==> config.mk <==
export PLATFORM = sky130hd
export DESIGN_NAME = aoc_output_test_config
export DESIGN_NICKNAME = d
export VERILOG_FILES = /design/src/inc/aoc_pkg.sv /design/src/design/aoc_output_test_config.sv
export SDC_FILE = /design/constraint.sdc
export NUM_CORES = 1
export LEC_CHECK = 0
export BUFFER_PORTS_ARGS = -buffer_cell sky130_fd_sc_hd__buf_2
export CORE_ASPECT_RATIO = 1.1
export CORE_MARGIN = 2
export CORE_UTILIZATION = 35
export DETAILED_ROUTE_END_ITERATION = 7
export PLACE_DENSITY = 0.61
export SETUP_SLACK_MARGIN = 0.2
export SLEW_MARGIN = 20
export SYNTH_ARGS = -nofsm -noshare
export SYNTH_HDL_FRONTEND = slang
export SYNTH_SLANG_ARGS = --single-unit
==> constraint.sdc <==
create_clock -name clk_sys -period 6 [get_ports clk_sys]
set_input_delay 0.6 -clock clk_sys [delete_from_list [all_inputs] [get_ports clk_sys]]
set_output_delay 0.6 -clock clk_sys [all_outputs]
set_load 0.05 [all_outputs]
==> src/inc/aoc_pkg.sv <==
// Constants for the converter output test and configuration register bank.
package aoc_pkg;

    // ****************************************************************
    // Register offsets
    // ****************************************************************
    localparam logic [7:0] ADDR_CHAN_INDEX = 8'h05;
    localparam logic [7:0] ADDR_TEST = 8'h0d;
    localparam logic [7:0] ADDR_SELF_TEST = 8'h0e;
    localparam logic [7:0] ADDR_OFFSET = 8'h10;
    localparam logic [7:0] ADDR_FORMAT = 8'h14;
    localparam logic [7:0] ADDR_DRIVE = 8'h15;
    localparam logic [7:0] ADDR_CLK_POL = 8'h16;
    localparam logic [7:0] ADDR_CLK_DELAY = 8'h17;
    localparam logic [7:0] ADDR_REF = 8'h18;
    localparam logic [7:0] ADDR_SIG_LSB = 8'h24;
    localparam logic [7:0] ADDR_SIG_MSB = 8'h25;

    // ****************************************************************
    // Values after reset
    // ****************************************************************
    localparam logic [7:0] RST_CHAN_INDEX = 8'hcf;
    localparam logic [7:0] RST_TEST = 8'h30;
    localparam logic [7:0] RST_SELF_TEST = 8'h00;
    localparam logic [7:0] RST_OFFSET = 8'h00;
    localparam logic [7:0] RST_FORMAT = 8'h00;
    localparam logic [7:0] RST_DRIVE = 8'h01;
    localparam logic [7:0] RST_CLK_POL = 8'h00;
    localparam logic [7:0] RST_CLK_DELAY = 8'h00;
    localparam logic [7:0] RST_REF = 8'h00;

    // ****************************************************************
    // Field positions
    // ****************************************************************
    localparam int TEST_SEL_LSB = 0;
    localparam int LFSR_SHORT_RST_BIT = 4;
    localparam int LFSR_LONG_RST_BIT = 5;
    localparam int SELF_TEST_EN_BIT = 0;
    localparam int SELF_TEST_RST_BIT = 2;
    localparam int FMT_INVERT_BIT = 2;
    localparam int FMT_OE_B_BIT = 4;
    localparam int CLK_INV_BIT = 7;
    localparam int DELAY_EN_BIT = 7;

    // ****************************************************************
    // Output test selections and data formats
    // ****************************************************************
    localparam logic [2:0] TEST_OFF = 3'h0;
    localparam logic [2:0] TEST_MID = 3'h1;
    localparam logic [2:0] TEST_POS_FULL = 3'h2;
    localparam logic [2:0] TEST_NEG_FULL = 3'h3;
    localparam logic [2:0] TEST_CHECKER = 3'h4;
    localparam logic [2:0] TEST_LFSR_LONG = 3'h5;
    localparam logic [2:0] TEST_LFSR_SHORT = 3'h6;
    localparam logic [2:0] TEST_TOGGLE = 3'h7;
    localparam logic [1:0] FMT_OFFSET_BIN = 2'h0;
    localparam logic [1:0] FMT_TWOS = 2'h1;

    // ****************************************************************
    // Data path
    // ****************************************************************
    localparam int DATA_W = 11;
    localparam logic [10:0] WORD_MID = 11'h400;
    localparam logic [10:0] WORD_POS_FULL = 11'h7ff;
    localparam logic [10:0] WORD_NEG_FULL = 11'h000;
    localparam logic [10:0] WORD_CHECKER = 11'h555;
    localparam logic [22:0] LFSR_LONG_SEED = 23'h7fffff;
    localparam logic [8:0] LFSR_SHORT_SEED = 9'h1ff;

    // ****************************************************************
    // Output clock delay
    // ****************************************************************
    localparam logic [11:0] DELAY_STEP_PS = 12'h064;
    localparam logic [11:0] DELAY_MAX_PS = 12'hc80;

endpackage : aoc_pkg

==> src/design/aoc_output_test_config.sv <==
// Per-channel output test, format and output clock configuration bank.
//
// Behaviour
// - Three-bit test select per channel; code zero passes conversion data.
// - Codes 1 to 4 give midscale, plus full scale, minus full scale, checkerboard.
// - Code 101 outputs the long pseudo-random sequence.
// - Code 110 outputs the short pseudo-random sequence.
// - Code 111 alternates all ones and all zeros on successive samples.
// - Format field 00 gives offset binary, 01 gives twos complement.
// - Four-bit drive current per channel, reset code 0001, 0000 strongest.
// - Five-bit clock delay in 100 ps steps, code zero adds 100 ps.
// - Largest clock delay code adds 3.2 ns.
// - Per-channel writes land only on channels enabled in channel index.
`timescale 1ns/1ns
module aoc_output_test_config
    import aoc_pkg::*;
(
    // Clock and reset.
    input wire logic clk_sys,
    input wire logic rst_b,
    // Register port from the serial port core, same clock.
    input wire logic reg_wr,
    input wire logic reg_rd,
    input wire logic [7:0] reg_addr,
    input wire logic [7:0] reg_wdata,
    output logic [7:0] reg_rdata,
    output logic reg_rd_valid,
    // Converter samples, offset binary.
    input wire logic [1:0][10:0] sample_in,
    // Output port data and controls.
    output logic [1:0][10:0] data_out,
    output logic [1:0] out_enable_b,
    output logic [1:0][3:0] drive_current,
    output logic [1:0] clk_invert,
    output logic clk_delay_en,
    output logic [11:0] clk_delay_ps,
    output logic [4:0] ref_adjust,
    output logic [1:0] self_test_active
);

    // ****************************************************************
    // Global registers
    // ****************************************************************
    logic [7:0] chan_index;
    logic [7:0] clk_delay_reg;
    logic [7:0] ref_reg;
    logic [7:0] test_reg [2];
    logic [7:0] self_test_reg [2];
    logic [7:0] offset_reg [2];
    logic [7:0] format_reg [2];
    logic [7:0] drive_reg [2];
    logic [7:0] clk_pol_reg [2];
    logic [15:0] signature [2];

    // Channel index and global registers ignore the channel enables.
    always_ff @(posedge clk_sys or negedge rst_b) begin
        if (!rst_b) begin
            chan_index <= RST_CHAN_INDEX;
            clk_delay_reg <= RST_CLK_DELAY;
            ref_reg <= RST_REF;
        end else if (reg_wr) begin
            if (reg_addr == ADDR_CHAN_INDEX) chan_index <= reg_wdata;
            if (reg_addr == ADDR_CLK_DELAY) clk_delay_reg <= reg_wdata;
            if (reg_addr == ADDR_REF) ref_reg <= reg_wdata;
        end
    end

    // Delay in picoseconds is registered so the output is a clean flop.
    // linear delay steps
    always_ff @(posedge clk_sys or negedge rst_b) begin
        if (!rst_b) begin
            clk_delay_en <= RST_CLK_DELAY[DELAY_EN_BIT];
            clk_delay_ps <= DELAY_STEP_PS;
            ref_adjust <= RST_REF[4:0];
        end else begin
            clk_delay_en <= clk_delay_reg[DELAY_EN_BIT];
            clk_delay_ps <= 12'(({7'h00, clk_delay_reg[4:0]} + 12'h001) * DELAY_STEP_PS);
            ref_adjust <= ref_reg[4:0];
        end
    end

    // ****************************************************************
    // Per-channel logic
    // ****************************************************************
    genvar ch;
    generate
        for (ch = 0; ch < 2; ch++) begin : g_chan
            logic [22:0] lfsr_long;
            logic [8:0] lfsr_short;
            logic toggle;
            logic [10:0] trimmed;
            logic [10:0] next_word;
            logic [10:0] next_out;
            logic [2:0] test_sel;
            logic plain;
            logic chan_wr;

            assign test_sel = test_reg[ch][TEST_SEL_LSB +: 3];
            assign plain = (format_reg[ch][1:0] == FMT_OFFSET_BIN) &&
                !format_reg[ch][FMT_INVERT_BIT];
            assign chan_wr = reg_wr && chan_index[ch];

            // Local registers of this channel.
            // drive current reset
            always_ff @(posedge clk_sys or negedge rst_b) begin
                if (!rst_b) begin
                    test_reg[ch] <= RST_TEST;
                    self_test_reg[ch] <= RST_SELF_TEST;
                    offset_reg[ch] <= RST_OFFSET;
                    format_reg[ch] <= RST_FORMAT;
                    drive_reg[ch] <= RST_DRIVE;
                    clk_pol_reg[ch] <= RST_CLK_POL;
                end else if (chan_wr) begin
                    case (reg_addr)
                        ADDR_TEST: test_reg[ch] <= reg_wdata;
                        ADDR_SELF_TEST: self_test_reg[ch] <= reg_wdata;
                        ADDR_OFFSET: offset_reg[ch] <= reg_wdata;
                        ADDR_FORMAT: format_reg[ch] <= reg_wdata;
                        ADDR_DRIVE: drive_reg[ch] <= reg_wdata;
                        ADDR_CLK_POL: clk_pol_reg[ch] <= reg_wdata;
                        default: ;
                    endcase
                end
            end

            // Generators step whatever the pattern, unless their reset bits hold them at seed, so a pattern switch starts mid-sequence.
            // generator stepping
            always_ff @(posedge clk_sys or negedge rst_b) begin
                if (!rst_b) begin
                    lfsr_long <= LFSR_LONG_SEED;
                    lfsr_short <= LFSR_SHORT_SEED;
                    toggle <= 1'b0;
                end else begin
                    if (!test_reg[ch][LFSR_LONG_RST_BIT]) lfsr_long <= LFSR_LONG_SEED;
                    else lfsr_long <= {lfsr_long[21:0], lfsr_long[22] ^ lfsr_long[17]};
                    if (!test_reg[ch][LFSR_SHORT_RST_BIT]) lfsr_short <= LFSR_SHORT_SEED;
                    else lfsr_short <= {lfsr_short[7:0], lfsr_short[8] ^ lfsr_short[4]};
                    toggle <= ~toggle;
                end
            end

            // Offset trim wraps rather than saturates; trim range is small.
            assign trimmed = 11'(sample_in[ch] + {{5{offset_reg[ch][5]}}, offset_reg[ch][5:0]});

            // Pattern selection, then format and inversion on every source.
            // pattern select
            always_comb begin
                case (test_sel)
                    TEST_OFF: next_word = trimmed;
                    TEST_MID: next_word = WORD_MID;
                    TEST_POS_FULL: next_word = WORD_POS_FULL;
                    TEST_NEG_FULL: next_word = WORD_NEG_FULL;
                    TEST_CHECKER: next_word = toggle ? WORD_CHECKER : ~WORD_CHECKER;
                    TEST_LFSR_LONG: next_word = lfsr_long[10:0];
                    TEST_LFSR_SHORT: next_word = {lfsr_short[1:0], lfsr_short};
                    TEST_TOGGLE: next_word = toggle ? 11'h7ff : 11'h000;
                    default: next_word = trimmed;
                endcase
                next_out = next_word;
                if (format_reg[ch][1:0] == FMT_TWOS) next_out[10] = ~next_word[10];
                if (format_reg[ch][FMT_INVERT_BIT]) next_out = ~next_out;
            end

            // Output flops; the output clock path is untouched by test mode.
            always_ff @(posedge clk_sys or negedge rst_b) begin
                if (!rst_b) begin
                    data_out[ch] <= WORD_NEG_FULL;
                    out_enable_b[ch] <= RST_FORMAT[FMT_OE_B_BIT];
                    drive_current[ch] <= RST_DRIVE[3:0];
                    clk_invert[ch] <= RST_CLK_POL[CLK_INV_BIT];
                end else begin
                    data_out[ch] <= next_out;
                    out_enable_b[ch] <= format_reg[ch][FMT_OE_B_BIT];
                    drive_current[ch] <= drive_reg[ch][3:0];
                    clk_invert[ch] <= clk_pol_reg[ch][CLK_INV_BIT];
                end
            end

            // Signature folds the driven output words into a 16-bit register.
            // self-test run
            always_ff @(posedge clk_sys or negedge rst_b) begin
                if (!rst_b) begin
                    signature[ch] <= 16'h0000;
                    self_test_active[ch] <= 1'b0;
                end else begin
                    self_test_active[ch] <= self_test_reg[ch][SELF_TEST_EN_BIT] &&
                        self_test_reg[ch][SELF_TEST_RST_BIT];
                    if (!self_test_reg[ch][SELF_TEST_RST_BIT]) begin
                        signature[ch] <= 16'h0000;
                    end else if (self_test_reg[ch][SELF_TEST_EN_BIT]) begin
                        signature[ch] <= {signature[ch][14:0],
                            signature[ch][15] ^ signature[ch][4]} ^ {5'h00, data_out[ch]};
                    end
                end
            end

            // ********************************************************
            // Checks
            // ********************************************************
            property p_normal;
                @(posedge clk_sys) disable iff (!rst_b)
                (test_sel == TEST_OFF && plain) |=> data_out[ch] == $past(trimmed);
            endproperty
            a_normal: assert property (p_normal) else $error("Normal data not passed.");

            property p_mid;
                @(posedge clk_sys) disable iff (!rst_b)
                (test_sel == TEST_MID && plain) |=> data_out[ch] == 11'h400;
            endproperty
            a_mid: assert property (p_mid) else $error("Midscale pattern wrong.");

            property p_checker;
                @(posedge clk_sys) disable iff (!rst_b)
                (test_sel == TEST_CHECKER && plain) [*2] |=>
                    (data_out[ch] == ~$past(data_out[ch])) &&
                    (data_out[ch] == 11'h555 || data_out[ch] == 11'h2aa);
            endproperty
            a_checker: assert property (p_checker) else $error("Checkerboard wrong.");

            property p_lfsr_long;
                @(posedge clk_sys) disable iff (!rst_b)
                (test_sel == TEST_LFSR_LONG && plain) |=>
                    data_out[ch] == $past(lfsr_long[10:0]);
            endproperty
            a_lfsr_long: assert property (p_lfsr_long) else $error("Long sequence wrong.");

            property p_lfsr_short;
                @(posedge clk_sys) disable iff (!rst_b)
                (test_sel == TEST_LFSR_SHORT && plain) |=>
                    data_out[ch][8:0] == $past(lfsr_short);
            endproperty
            a_lfsr_short: assert property (p_lfsr_short) else $error("Short sequence wrong.");

            property p_toggle;
                @(posedge clk_sys) disable iff (!rst_b)
                (test_sel == TEST_TOGGLE && plain) [*2] |=>
                    (data_out[ch] == 11'h7ff || data_out[ch] == 11'h000) &&
                    data_out[ch] == ~$past(data_out[ch]);
            endproperty
            a_toggle: assert property (p_toggle) else $error("Word toggle wrong.");

            property p_twos;
                @(posedge clk_sys) disable iff (!rst_b)
                (test_sel == TEST_POS_FULL && format_reg[ch][1:0] == FMT_TWOS &&
                    !format_reg[ch][FMT_INVERT_BIT]) |=> data_out[ch] == 11'h3ff;
            endproperty
            a_twos: assert property (p_twos) else $error("Twos complement wrong.");

            property p_gate;
                @(posedge clk_sys) disable iff (!rst_b)
                (reg_wr && reg_addr == ADDR_DRIVE && !chan_index[ch]) |=>
                    $stable(drive_reg[ch]) ##1 drive_current[ch] == $past(drive_current[ch]);
            endproperty
            a_gate: assert property (p_gate) else $error("Unselected channel written.");

            property p_self_test;
                @(posedge clk_sys) disable iff (!rst_b)
                !self_test_reg[ch][SELF_TEST_RST_BIT] |=>
                    signature[ch] == 16'h0000 && !self_test_active[ch];
            endproperty
            a_self_test: assert property (p_self_test) else $error("Self-test not reset.");
        end
    endgenerate

    property p_delay_max;
        @(posedge clk_sys) disable iff (!rst_b)
        clk_delay_reg[4:0] == 5'h1f |=> clk_delay_ps == 12'hc80;
    endproperty
    a_delay_max: assert property (p_delay_max) else $error("Max delay not 3.2 ns.");

    property p_delay_min;
        @(posedge clk_sys) disable iff (!rst_b)
        clk_delay_reg[4:0] == 5'h00 |=> clk_delay_ps == 12'h064;
    endproperty
    a_delay_min: assert property (p_delay_min) else $error("Min delay not 100 ps.");

    property p_drive_reset;
        @(posedge clk_sys) disable iff (!rst_b)
        $rose(rst_b) |-> drive_current[0] == 4'h1 && drive_current[1] == 4'h1;
    endproperty
    a_drive_reset: assert property (p_drive_reset) else $error("Drive reset wrong.");

    // ****************************************************************
    // Register read-back
    // ****************************************************************
    // Local reads show channel A when it is enabled, otherwise channel B.
    always_ff @(posedge clk_sys or negedge rst_b) begin
        if (!rst_b) begin
            reg_rdata <= 8'h00;
            reg_rd_valid <= 1'b0;
        end else begin
            reg_rd_valid <= reg_rd;
            if (reg_rd) begin
                case (reg_addr)
                    ADDR_CHAN_INDEX: reg_rdata <= chan_index;
                    ADDR_CLK_DELAY: reg_rdata <= clk_delay_reg;
                    ADDR_REF: reg_rdata <= ref_reg;
                    ADDR_TEST: reg_rdata <= test_reg[!chan_index[0]];
                    ADDR_SELF_TEST: reg_rdata <= self_test_reg[!chan_index[0]];
                    ADDR_OFFSET: reg_rdata <= offset_reg[!chan_index[0]];
                    ADDR_FORMAT: reg_rdata <= format_reg[!chan_index[0]];
                    ADDR_DRIVE: reg_rdata <= drive_reg[!chan_index[0]];
                    ADDR_CLK_POL: reg_rdata <= clk_pol_reg[!chan_index[0]];
                    ADDR_SIG_LSB: reg_rdata <= signature[!chan_index[0]][7:0];
                    ADDR_SIG_MSB: reg_rdata <= signature[!chan_index[0]][15:8];
                    default: reg_rdata <= 8'h00;
                endcase
            end
        end
    end

endmodule : aoc_output_test_config

# == Word-level counts from Yosys, hierarchy flattened ==
# Cells that the tools add are included.
# Widths: inputs -> output; s select.
# word_totals
reg_bits,279
inputBits,42
out_inout_bits,63
elab_cells,149
# op_classes
add_sub_neg,3
n_mul,1
order_cmp,1
eq_ne,29
n_mux,40
bitwise,15
n_reduce_logical,22
# ops
operator,count
$pmux 11 s8,2
$mux 8,18
$mux 16,7
$pmux 8 s11,1
$mux 11,6
$eq 8x5->1 const B,6
$mux 23,2
$xor 16x11->16,2
$reduce_and 2->1,15
$eq 3x3->1 const B,8
$add 11x11->11,2
$not 11->11,2
$mux 9,2
$eq 8x4->1 const B,2
$eq 8x6->1 const B,2
$eq 3x2->1 const B,4
$mul 6x5->10 const B,1
$eq 8x3->1 const B,1
$add 5x1->6 const B,1
$eq 3x1->1 const B,2
$logic_not 3->1,2
$xor 1x1->1,6
$eq 2x1->1 const B,2
$logic_and 1x1->1,4
other kinds (6),11

# == Longest topological paths before layout ==
# Gate-level depths: netlist (run 1).
# depth
ltp_word,6
ltp_mapped,12
ltp_nobuf,12

# == Least setup slack after synthesis (run 1) ==
# Ideal clock, no wire load.
# synth_timing
path_type,reg-to-reg
start,reg clk_delay_reg[0]
end,reg clk_delay_ps[11]
setup_time_ns,0.124
t_arrival_ns,2.622
required_time_ns,5.876
setup_slack_ns,3.254
stages_incl_launch_ff,13
n_path_buf,1
synth_period_minus_slack_ns,2.746
cell_sequence,dfrtp_1 clkbuf_1 inv_1 ha_1 inv_1 and2_1 ha_1 ha_1 ha_1 a21oi_1 o21bai_1 a21oi_1 xnor2_1
# synth_via
elab_chain_cells,2
# synth_rtl
item,line,text
"start, declared",aoc_output_test_config.sv:45,logic [7:0] clk_delay_reg;
"start signal, assigned",aoc_output_test_config.sv:63,if (reg_addr == ADDR_CLK_DELAY) clk_delay_reg <= reg_wdata;
$add 5x1->6,aoc_output_test_config.sv:77,"clk_delay_ps <= 12'(({7'h00, clk_delay_reg[4:0]} + 12'h001) * DELAY_STEP_PS);"
$mul 6x5->10,aoc_output_test_config.sv:77,
"end signal, assigned",aoc_output_test_config.sv:77,
"end, declared",aoc_output_test_config.sv:36,"output logic [11:0] clk_delay_ps,"
# No other way between the ends.
# A chain may end at the register's enable or synchronous reset.

# == Worst setup path after layout (run 1) ==
# layout_timing
start,reg chan_index[0]
end,reg reg_rdata[0]
# layout_via
elab_chain_cells,6
elab_cells_between_ends,24
classes_between,mux (22); bitwise (1); reduce/logical (1)
# layout_rtl
item,line,text
"start, declared",aoc_output_test_config.sv:44,logic [7:0] chan_index;
"start signal, assigned",aoc_output_test_config.sv:62,if (reg_addr == ADDR_CHAN_INDEX) chan_index <= reg_wdata;
$logic_not 1->1,--,
$not 1->2,--,
"$mux 16 (not written as such), or another cell as far along (3 in a row)",aoc_output_test_config.sv:305,ADDR_SIG_MSB: reg_rdata <= signature[!chan_index[0]][15:8];
$pmux 8 s11 *,aoc_output_test_config.sv:294,case (reg_addr)
"end signal, assigned",aoc_output_test_config.sv:295,ADDR_CHAN_INDEX: reg_rdata <= chan_index;
"end signal, assigned",aoc_output_test_config.sv:296,ADDR_CLK_DELAY: reg_rdata <= clk_delay_reg;
"end signal, assigned",aoc_output_test_config.sv:305,
"end, declared",aoc_output_test_config.sv:26,"output logic [7:0] reg_rdata,"
# Every way passes the cells marked *; elsewhere a longest branch is shown, timed or not. The select of a mux whose other input is x is not followed.

==> results of run 1 <==
worst max-delay path, cell delays in order, from the launching register on:
cell and delay, ns:
dfstp_2 0.83, buf_4 0.54, mux4_2 0.59, and2_0 0.17
o21ai_0 0.18, o2111ai_1 0.18, a211oi_1 0.36, o2bb2ai_1 0.10
power by group:
part,internal (mW),switching [mW],total (mW)
registers,1.91,0.0192,1.93
logic,0.0660,0.176,0.242
clock network,0.955,0.733,1.69
total,2.93,0.928,3.86
how the worst max path moves through the flow:
stage / end / slack [ns]
after floorplan: clk_delay_ps[11] / 3.25
after global placement: reg_rdata[0] / 2.98
after detailed placement: reg_rdata[0] / 2.96
after CTS: reg_rdata[0] / 2.94
after global routing: reg_rdata[0] / 2.81
final: reg_rdata[0] / 2.88
cells in the final DEF, fill, tap and decap left out, drive strengths merged, types with 44 or more instances in the layout:
cell type,count
a21oi,46
buf,107
clkbuf,44
dfrtp,198
dfstp,81
mux2,122
mux2i,50
nand2,86
nand2b,68
nor2,49
o21ai,44
xnor2,58
metrics by stage:
stage / power, mW / setup slack [ns] / cell area, sq um / utilization, % / hold WS (ns)
final: 3.857 / 2.878 / 15790 / 40.20 / 0.08774
after global routing: 4.013 / 2.813 / 15790 / 40.20 / 0.1531
after CTS: 3.911 / 2.944 / 15790 / 40.19 / 0.1111
after detailed placement: 2.204 / 2.963 / 14890 / 37.93 / 0.3790
after global placement: 2.200 / 2.977 / 14890 / 37.93 / 0.3730
after floorplan: 2.094 / 3.254 / 13980 / - / 0.3044
metal layers:
layer  part of all wire (%)  GRT usage, %  vias to the layer above
li1                       -             -                     4485
met1                     45         25.15                     4867
met2                     46         29.72                      323
met3                    6.2         3.319                       60
met4                    2.6         5.385                        4
met5                  0.087             0                        -
cells by family (layout without fill, tap and decap cells):
family | Yosys count | count (layout)
buffers and inverters | 98 | 190
and+or+nand+nor | 319 | 319
DFF | 279 | 279
xor gates and xnor gates | 73 | 73
adders and majority gates | 39 | 39
AOI/OAI and AO/OA | 226 | 226
muxes | 180 | 180
other | 1 | 3
final cells by class:
class | count | area, sq um | area share [%]
Antenna cell | 1 | 2.502 | 0.01585
Clock buffer | 44 | 832.0 | 5.270
Clock inverter | 10 | 58.81 | 0.3725
Inverter | 29 | 108.9 | 0.6895
Multi-Input combinational cell | 839 | 6510 | 41.23
Sequential cell | 279 | 7083 | 44.86
Tap cell | 507 | 634.4 | 4.018
Timing Repair Buffer | 107 | 558.0 | 3.535
==> results.ini, run 1 <==
[run_status]
status = completed

[synthesis]
synth_area_per_cell_sq_um = 11.50
synth_cell_types = 75
yosysTopAreaCellShare_pct = 35.46
async_reset_ff_share_pct = 100.0
syn-instance-count = 1215
synth-xor-area-share_pct = 4.575
synthSimpleGateAreaFrac_pct = 12.42
dominantRegCellSynth = dfrtp_1
yosysSeqAreaShare_pct = 50.68
synth_top_family_by_area = multiplexers
yosys_warnings = 0
synthAdderAreaFrac_pct = 3.653
synth_most_common_cell = dfrtp_1
synth_area_leaders = dfrtp_1 35%, dfstp_2 15%, mux2_2 9.8%
syn-cell-area_sq_um = 13970
ys_seq_elements = 279
synth_mux_area_share_pct = 14.70
synth_edf_count = 0
netlist.top_cell.by_area = dfrtp_1
synth_compound_area_share_pct = 11.18
synthTopCellsByCount = 198 x dfrtp_1, 122 x mux2_2, 86 x nand2_1, 81 x dfstp_2, 68 x nand2b_1

[clocking]
cts.sinks = 279
root_buffer = clkbuf_16
hold_buffers = 0
cts.path.max_buffers = 3
cts_tree = done
h-tree-depth = 1
cts.repair.resized = 0
postCtsSetupBuffers = 0
cts-buffers-inserted = 29
clk_latency_ns = 0.55
clk_pin_slew_ns = 0.06

[setup_path]
worstPathMaxFanout = 34
crit_start = chan_index[0]
ff2ff_path_depth = 7
worst_setup_path_end_kind = flip-flop
rrSetupSlack_ns = 2.88
r2r-end = reg_rdata[0]
crit_required_ns = 6.42
critPathKind = flip-flop to flip-flop
arrival_ns = 3.54
worst_setup_path_start_kind = flip-flop
rr_startpoint = chan_index[0]

[timing]
drv_slew = 0
rsz0062_at_grt = no
tns_ns = 0
slew_headroom_pct = 29.50
finalSetupViolCount = 0
max_freq_mhz = 320.3
fin_crit_sh_pct = 52.04
timing.final.hold_violations = 0
fin_skew_ns = 0.01064
period_needed_ns = 3.122
tightest_slew_ns = 1.057

[power_and_ir_drop]
ir_drop_v = 0.0001648
power-per-cell-area_nw_per_um2 = 244.3
leakagePower_nw = 7.246

[routing]
firstDrtPassIters = 5
num_vias = 9739
post_drt_wl_per_cell_microns = 20.81
via_per_inst = 5.363
ant_nets = 0
drc = 0
first_iter_violations = 791
wl_mm = 37.79

[placement]
dp_hpwl_mm = 27.10
place_inst = 1761
gp_congestion = 0.9346
port_buffers = 102

[flow_run]
drv_cap = 0

[global_route]
grt_pass1_vias = 9749
grt_max_degree = 107
grt_pass1_wl_mm = 58.62
track_usage_pct = 18.32
antenna_found_initial = 3
globalRouteOverflowTotal = 0

[finish]
drive_gt1_share_pct = 29.28
nNetsFinal = 1366
largest_reg_flops = 46
top_register = g_chan.lfsr_long
top_regs = g_chan.lfsr_long (46), signature (32), data_out (22)
fin_cells = 1816
nFillCells = 3732
area.growth.synth_to_final_pct = 12.97

[die]
ioPinCount = 105
start_util_pct = 35.58
die_w_microns = 194.5
die_height_microns = 213.6
core.rowCount = 76
fp.dieArea_sq_um = 41540
core_sq_um = 39270

[hold_path]
hp-class = input pin to async pin

No activity file was read; power rests on OpenSTA's default activity.
==> inputs of run 2 (changes only) <==
==> constraint.sdc (replaced) <==
create_clock -name clk_sys -period 3.3 [get_ports clk_sys]
set_input_delay 0.33 -clock clk_sys [delete_from_list [all_inputs] [get_ports clk_sys]]
set_output_delay 0.33 -clock clk_sys [all_outputs]
set_load 0.05 [all_outputs]
==> run 2 against run 1 <==
Sequential power rose by 81%. Clock skew increased by 0.0016 ns. First-iteration DRC count fell by 22%. Non-clock buffer count is 21 higher. Via count is 0.66% higher. Highest routed layer unchanged.
==> results.ini, run 2 (synthesis gave the netlist of run 1 again) <==
[run_status]
status = completed

[die]
ioPinCount = 105  ; unchanged
fp.dieArea_sq_um = 41540  ; unchanged
core.rowCount = 76  ; unchanged
core_sq_um = 39270  ; unchanged
die_w_microns = 194.5  ; unchanged
die_height_microns = 213.6  ; unchanged
start_util_pct = 35.58  ; unchanged

[setup_path]
slowest_delay_ns = 0.48  ; -0.35 ns
worst_setup_path_start_kind = flip-flop
rr_startpoint = clk_delay_reg[0]
crit_required_ns = 3.77  ; -2.65 ns
worstPathMaxFanout = 11  ; -68%
crit_start = clk_delay_reg[0]
crit_buf_inv = 0  ; -1
arrival_ns = 3.37  ; -0.17 ns
crit_chain = ha_1 > nor2b_1 > nand2b_1 > and2_1 > ha_1 > ha_1 > ha_1 > a21oi_1 > o21bai_1 > a21oi_1 > xnor2_1
worst_setup_path_end_kind = flip-flop
slowest_stage = dfrtp_2
critical-path-top-delay-family = adder cells
cpMostUsedCell = ha_1
critPathKind = flip-flop to flip-flop

[routing]
wl_mm = 36.87  ; -2.4%
firstDrtPassIters = 6  ; +1
first_iter_violations = 620  ; -22%
num_vias = 9803  ; +0.66%
ant_nets = 0  ; unchanged
via_per_inst = 5.339  ; -0.44%
drc = 0  ; unchanged
post_drt_wl_per_cell_microns = 20.08  ; -3.5%

[clocking]
root_buffer = clkbuf_16
cts.path.max_buffers = 3  ; unchanged
clk_latency_ns = 0.56  ; about the same
postCtsSetupBuffers = 0  ; unchanged
clk_pin_slew_ns = 0.07  ; about the same
cts-buffers-inserted = 29  ; unchanged
cts_tree = done
h-tree-depth = 1  ; unchanged
cts.sinks = 279  ; unchanged

[global_route]
grt_pass1_vias = 9944  ; +2.0%
globalRouteOverflowTotal = 0  ; unchanged
antenna_found_initial = 4  ; +1
grt_pass1_wl_mm = 57.97  ; -1.1%
met2_usage_pct = 28.86  ; -0.87 points
use_met1_pct = 24.24  ; -0.91 points
use_met3_pct = 3.602  ; +0.28 points
grt.busiest_layer = met2
track_usage_pct = 17.95  ; -0.37 points
grt_max_degree = 90  ; -16%

[power_and_ir_drop]
leakagePower_nw = 7.376  ; +1.8%
power-per-cell-area_nw_per_um2 = 446.4  ; +83%
ir_drop_v = 0.0002764  ; +68%
power_mw = 7.150  ; +85%

[finish]
top_register = g_chan.lfsr_long
drive_gt1_share_pct = 30.35  ; +1.1 points
nNetsFinal = 1387  ; +1.5%
largest_reg_flops = 46  ; unchanged
nFillCells = 3748  ; +0.43%
area.growth.synth_to_final_pct = 14.60
top_regs = g_chan.lfsr_long (46), signature (32), data_out (22)
final_cell_mix = 197 x dfrtp_1, 122 x mux2_2, 101 x buf_2, 86 x nand2_1, 81 x dfstp_2
layout_commonest_cell = dfrtp_1

[timing]
fin_crit_sh_pct = 87.89  ; +36 points
rsz0062_at_grt = no
hold_slack_ns = 0.2172  ; +0.1295 ns
timing.final.hold_violations = 0  ; unchanged
max_freq_mhz = 344.8  ; +7.7%
slew_headroom_pct = 49.12  ; +20 points
tightest_slew_ns = 0.7574  ; -0.3001 ns
drv_slew = 0  ; unchanged
fin_ws_ns = 0.3997  ; -2.478 ns
fin_skew_ns = 0.01221  ; +0.001568 ns
finalSetupViolCount = 0  ; unchanged
tns_ns = 0  ; unchanged
period_needed_ns = 2.900  ; -0.2219 ns

[placement]
gp_congestion = 0.8940  ; -4.3%
port_buffers = 102  ; unchanged
dp_hpwl_mm = 26.54  ; -2.1%
pre_cts_slack_ns = 0.3775  ; -2.586 ns

[flow_run]
drv_cap = 0  ; unchanged

[hold_path]
hp-class = input pin to flip-flop
min_from = reg_wdata[2]

## run 2: changes by cell type in the layout (fill, tap and decap cells not counted)
cell / change
inv_6: -1
buf_12: +3
clkinv_2: +1
clkinvlp_4: -1
clkbuf_8: -2
bufinv_16: +2
clkbuf_1: -2
clkinv_1: +1
clkinv_4: +1
dfrtp_2: +1
dlygate4sd3_1: +2
buf_4: +16
dfrtp_1: -1
## run 2: tightest hold or removal path, cell delays in order
cell and delay (ns):
buf_2 0.24, nand2_1 0.10, o21ai_0 0.07
## run 2: final cells by class
type	instances	area [sq um]	share of cell area, %
clock buffer	40	797.0	4.977
clock inverter	13	120.1	0.7500
timing repair buffer	128	758.2	4.734
inverter	29	108.9	0.6797
multi-input combinational	839	6510	40.65
antenna	1	2.502	0.01562
tap	507	634.4	3.961
sequential	279	7084	44.23
## run 2: what timing repair did
action                                  CTS  global route
endpoints found under the setup margin    0             1
gates resized for setup                   0             1
endpoints found under the hold margin    72             0
hold buffers                              2             0
## run 2: final timing paths
check | slack, ns | cells after the start | end
worst min-delay path | 0.22 | 3 | format_reg[10]
max in group asynchronous | 2.02 | 3 | g_chan[0].lfsr_long[9]
min in group asynchronous | 0.34 | 2 | self_test_active[1]
worst max-delay path | 0.40 | 11 | clk_delay_ps[11]
worst max register to register | 0.40 | 11 | clk_delay_ps[11]
worst min register to register | 0.38 | 0 | drive_current[4]
## run 2: through the flow
step           cells  area [sq um]  utilization [%]
2_1_floorplan   1216         13980                -
3_3_place_gp    1780         15070            38.38
3_5_place_dp    1780         15070            38.38
4_1_cts         1835         16010            40.77
5_1_grt         1836         16020            40.78
6_report        1836         16020            40.78
## run 2: routing by layer
layer | part of all wire [%] | wire [microns] | vias to the layer above
li1 | - | - | 4525
met3 | 6.3 | 2323 | 66
met5 | 0.081 | 30 | -
met1 | 45 | 16620 | 4898
met4 | 2.8 | 1041 | 4
met2 | 46 | 16860 | 310
## run 2: power by group
part           total [mW]  switching (mW)  internal, mW
clock                3.20            1.36          1.84
combinational       0.456           0.324         0.131
sequential           3.50          0.0276          3.47
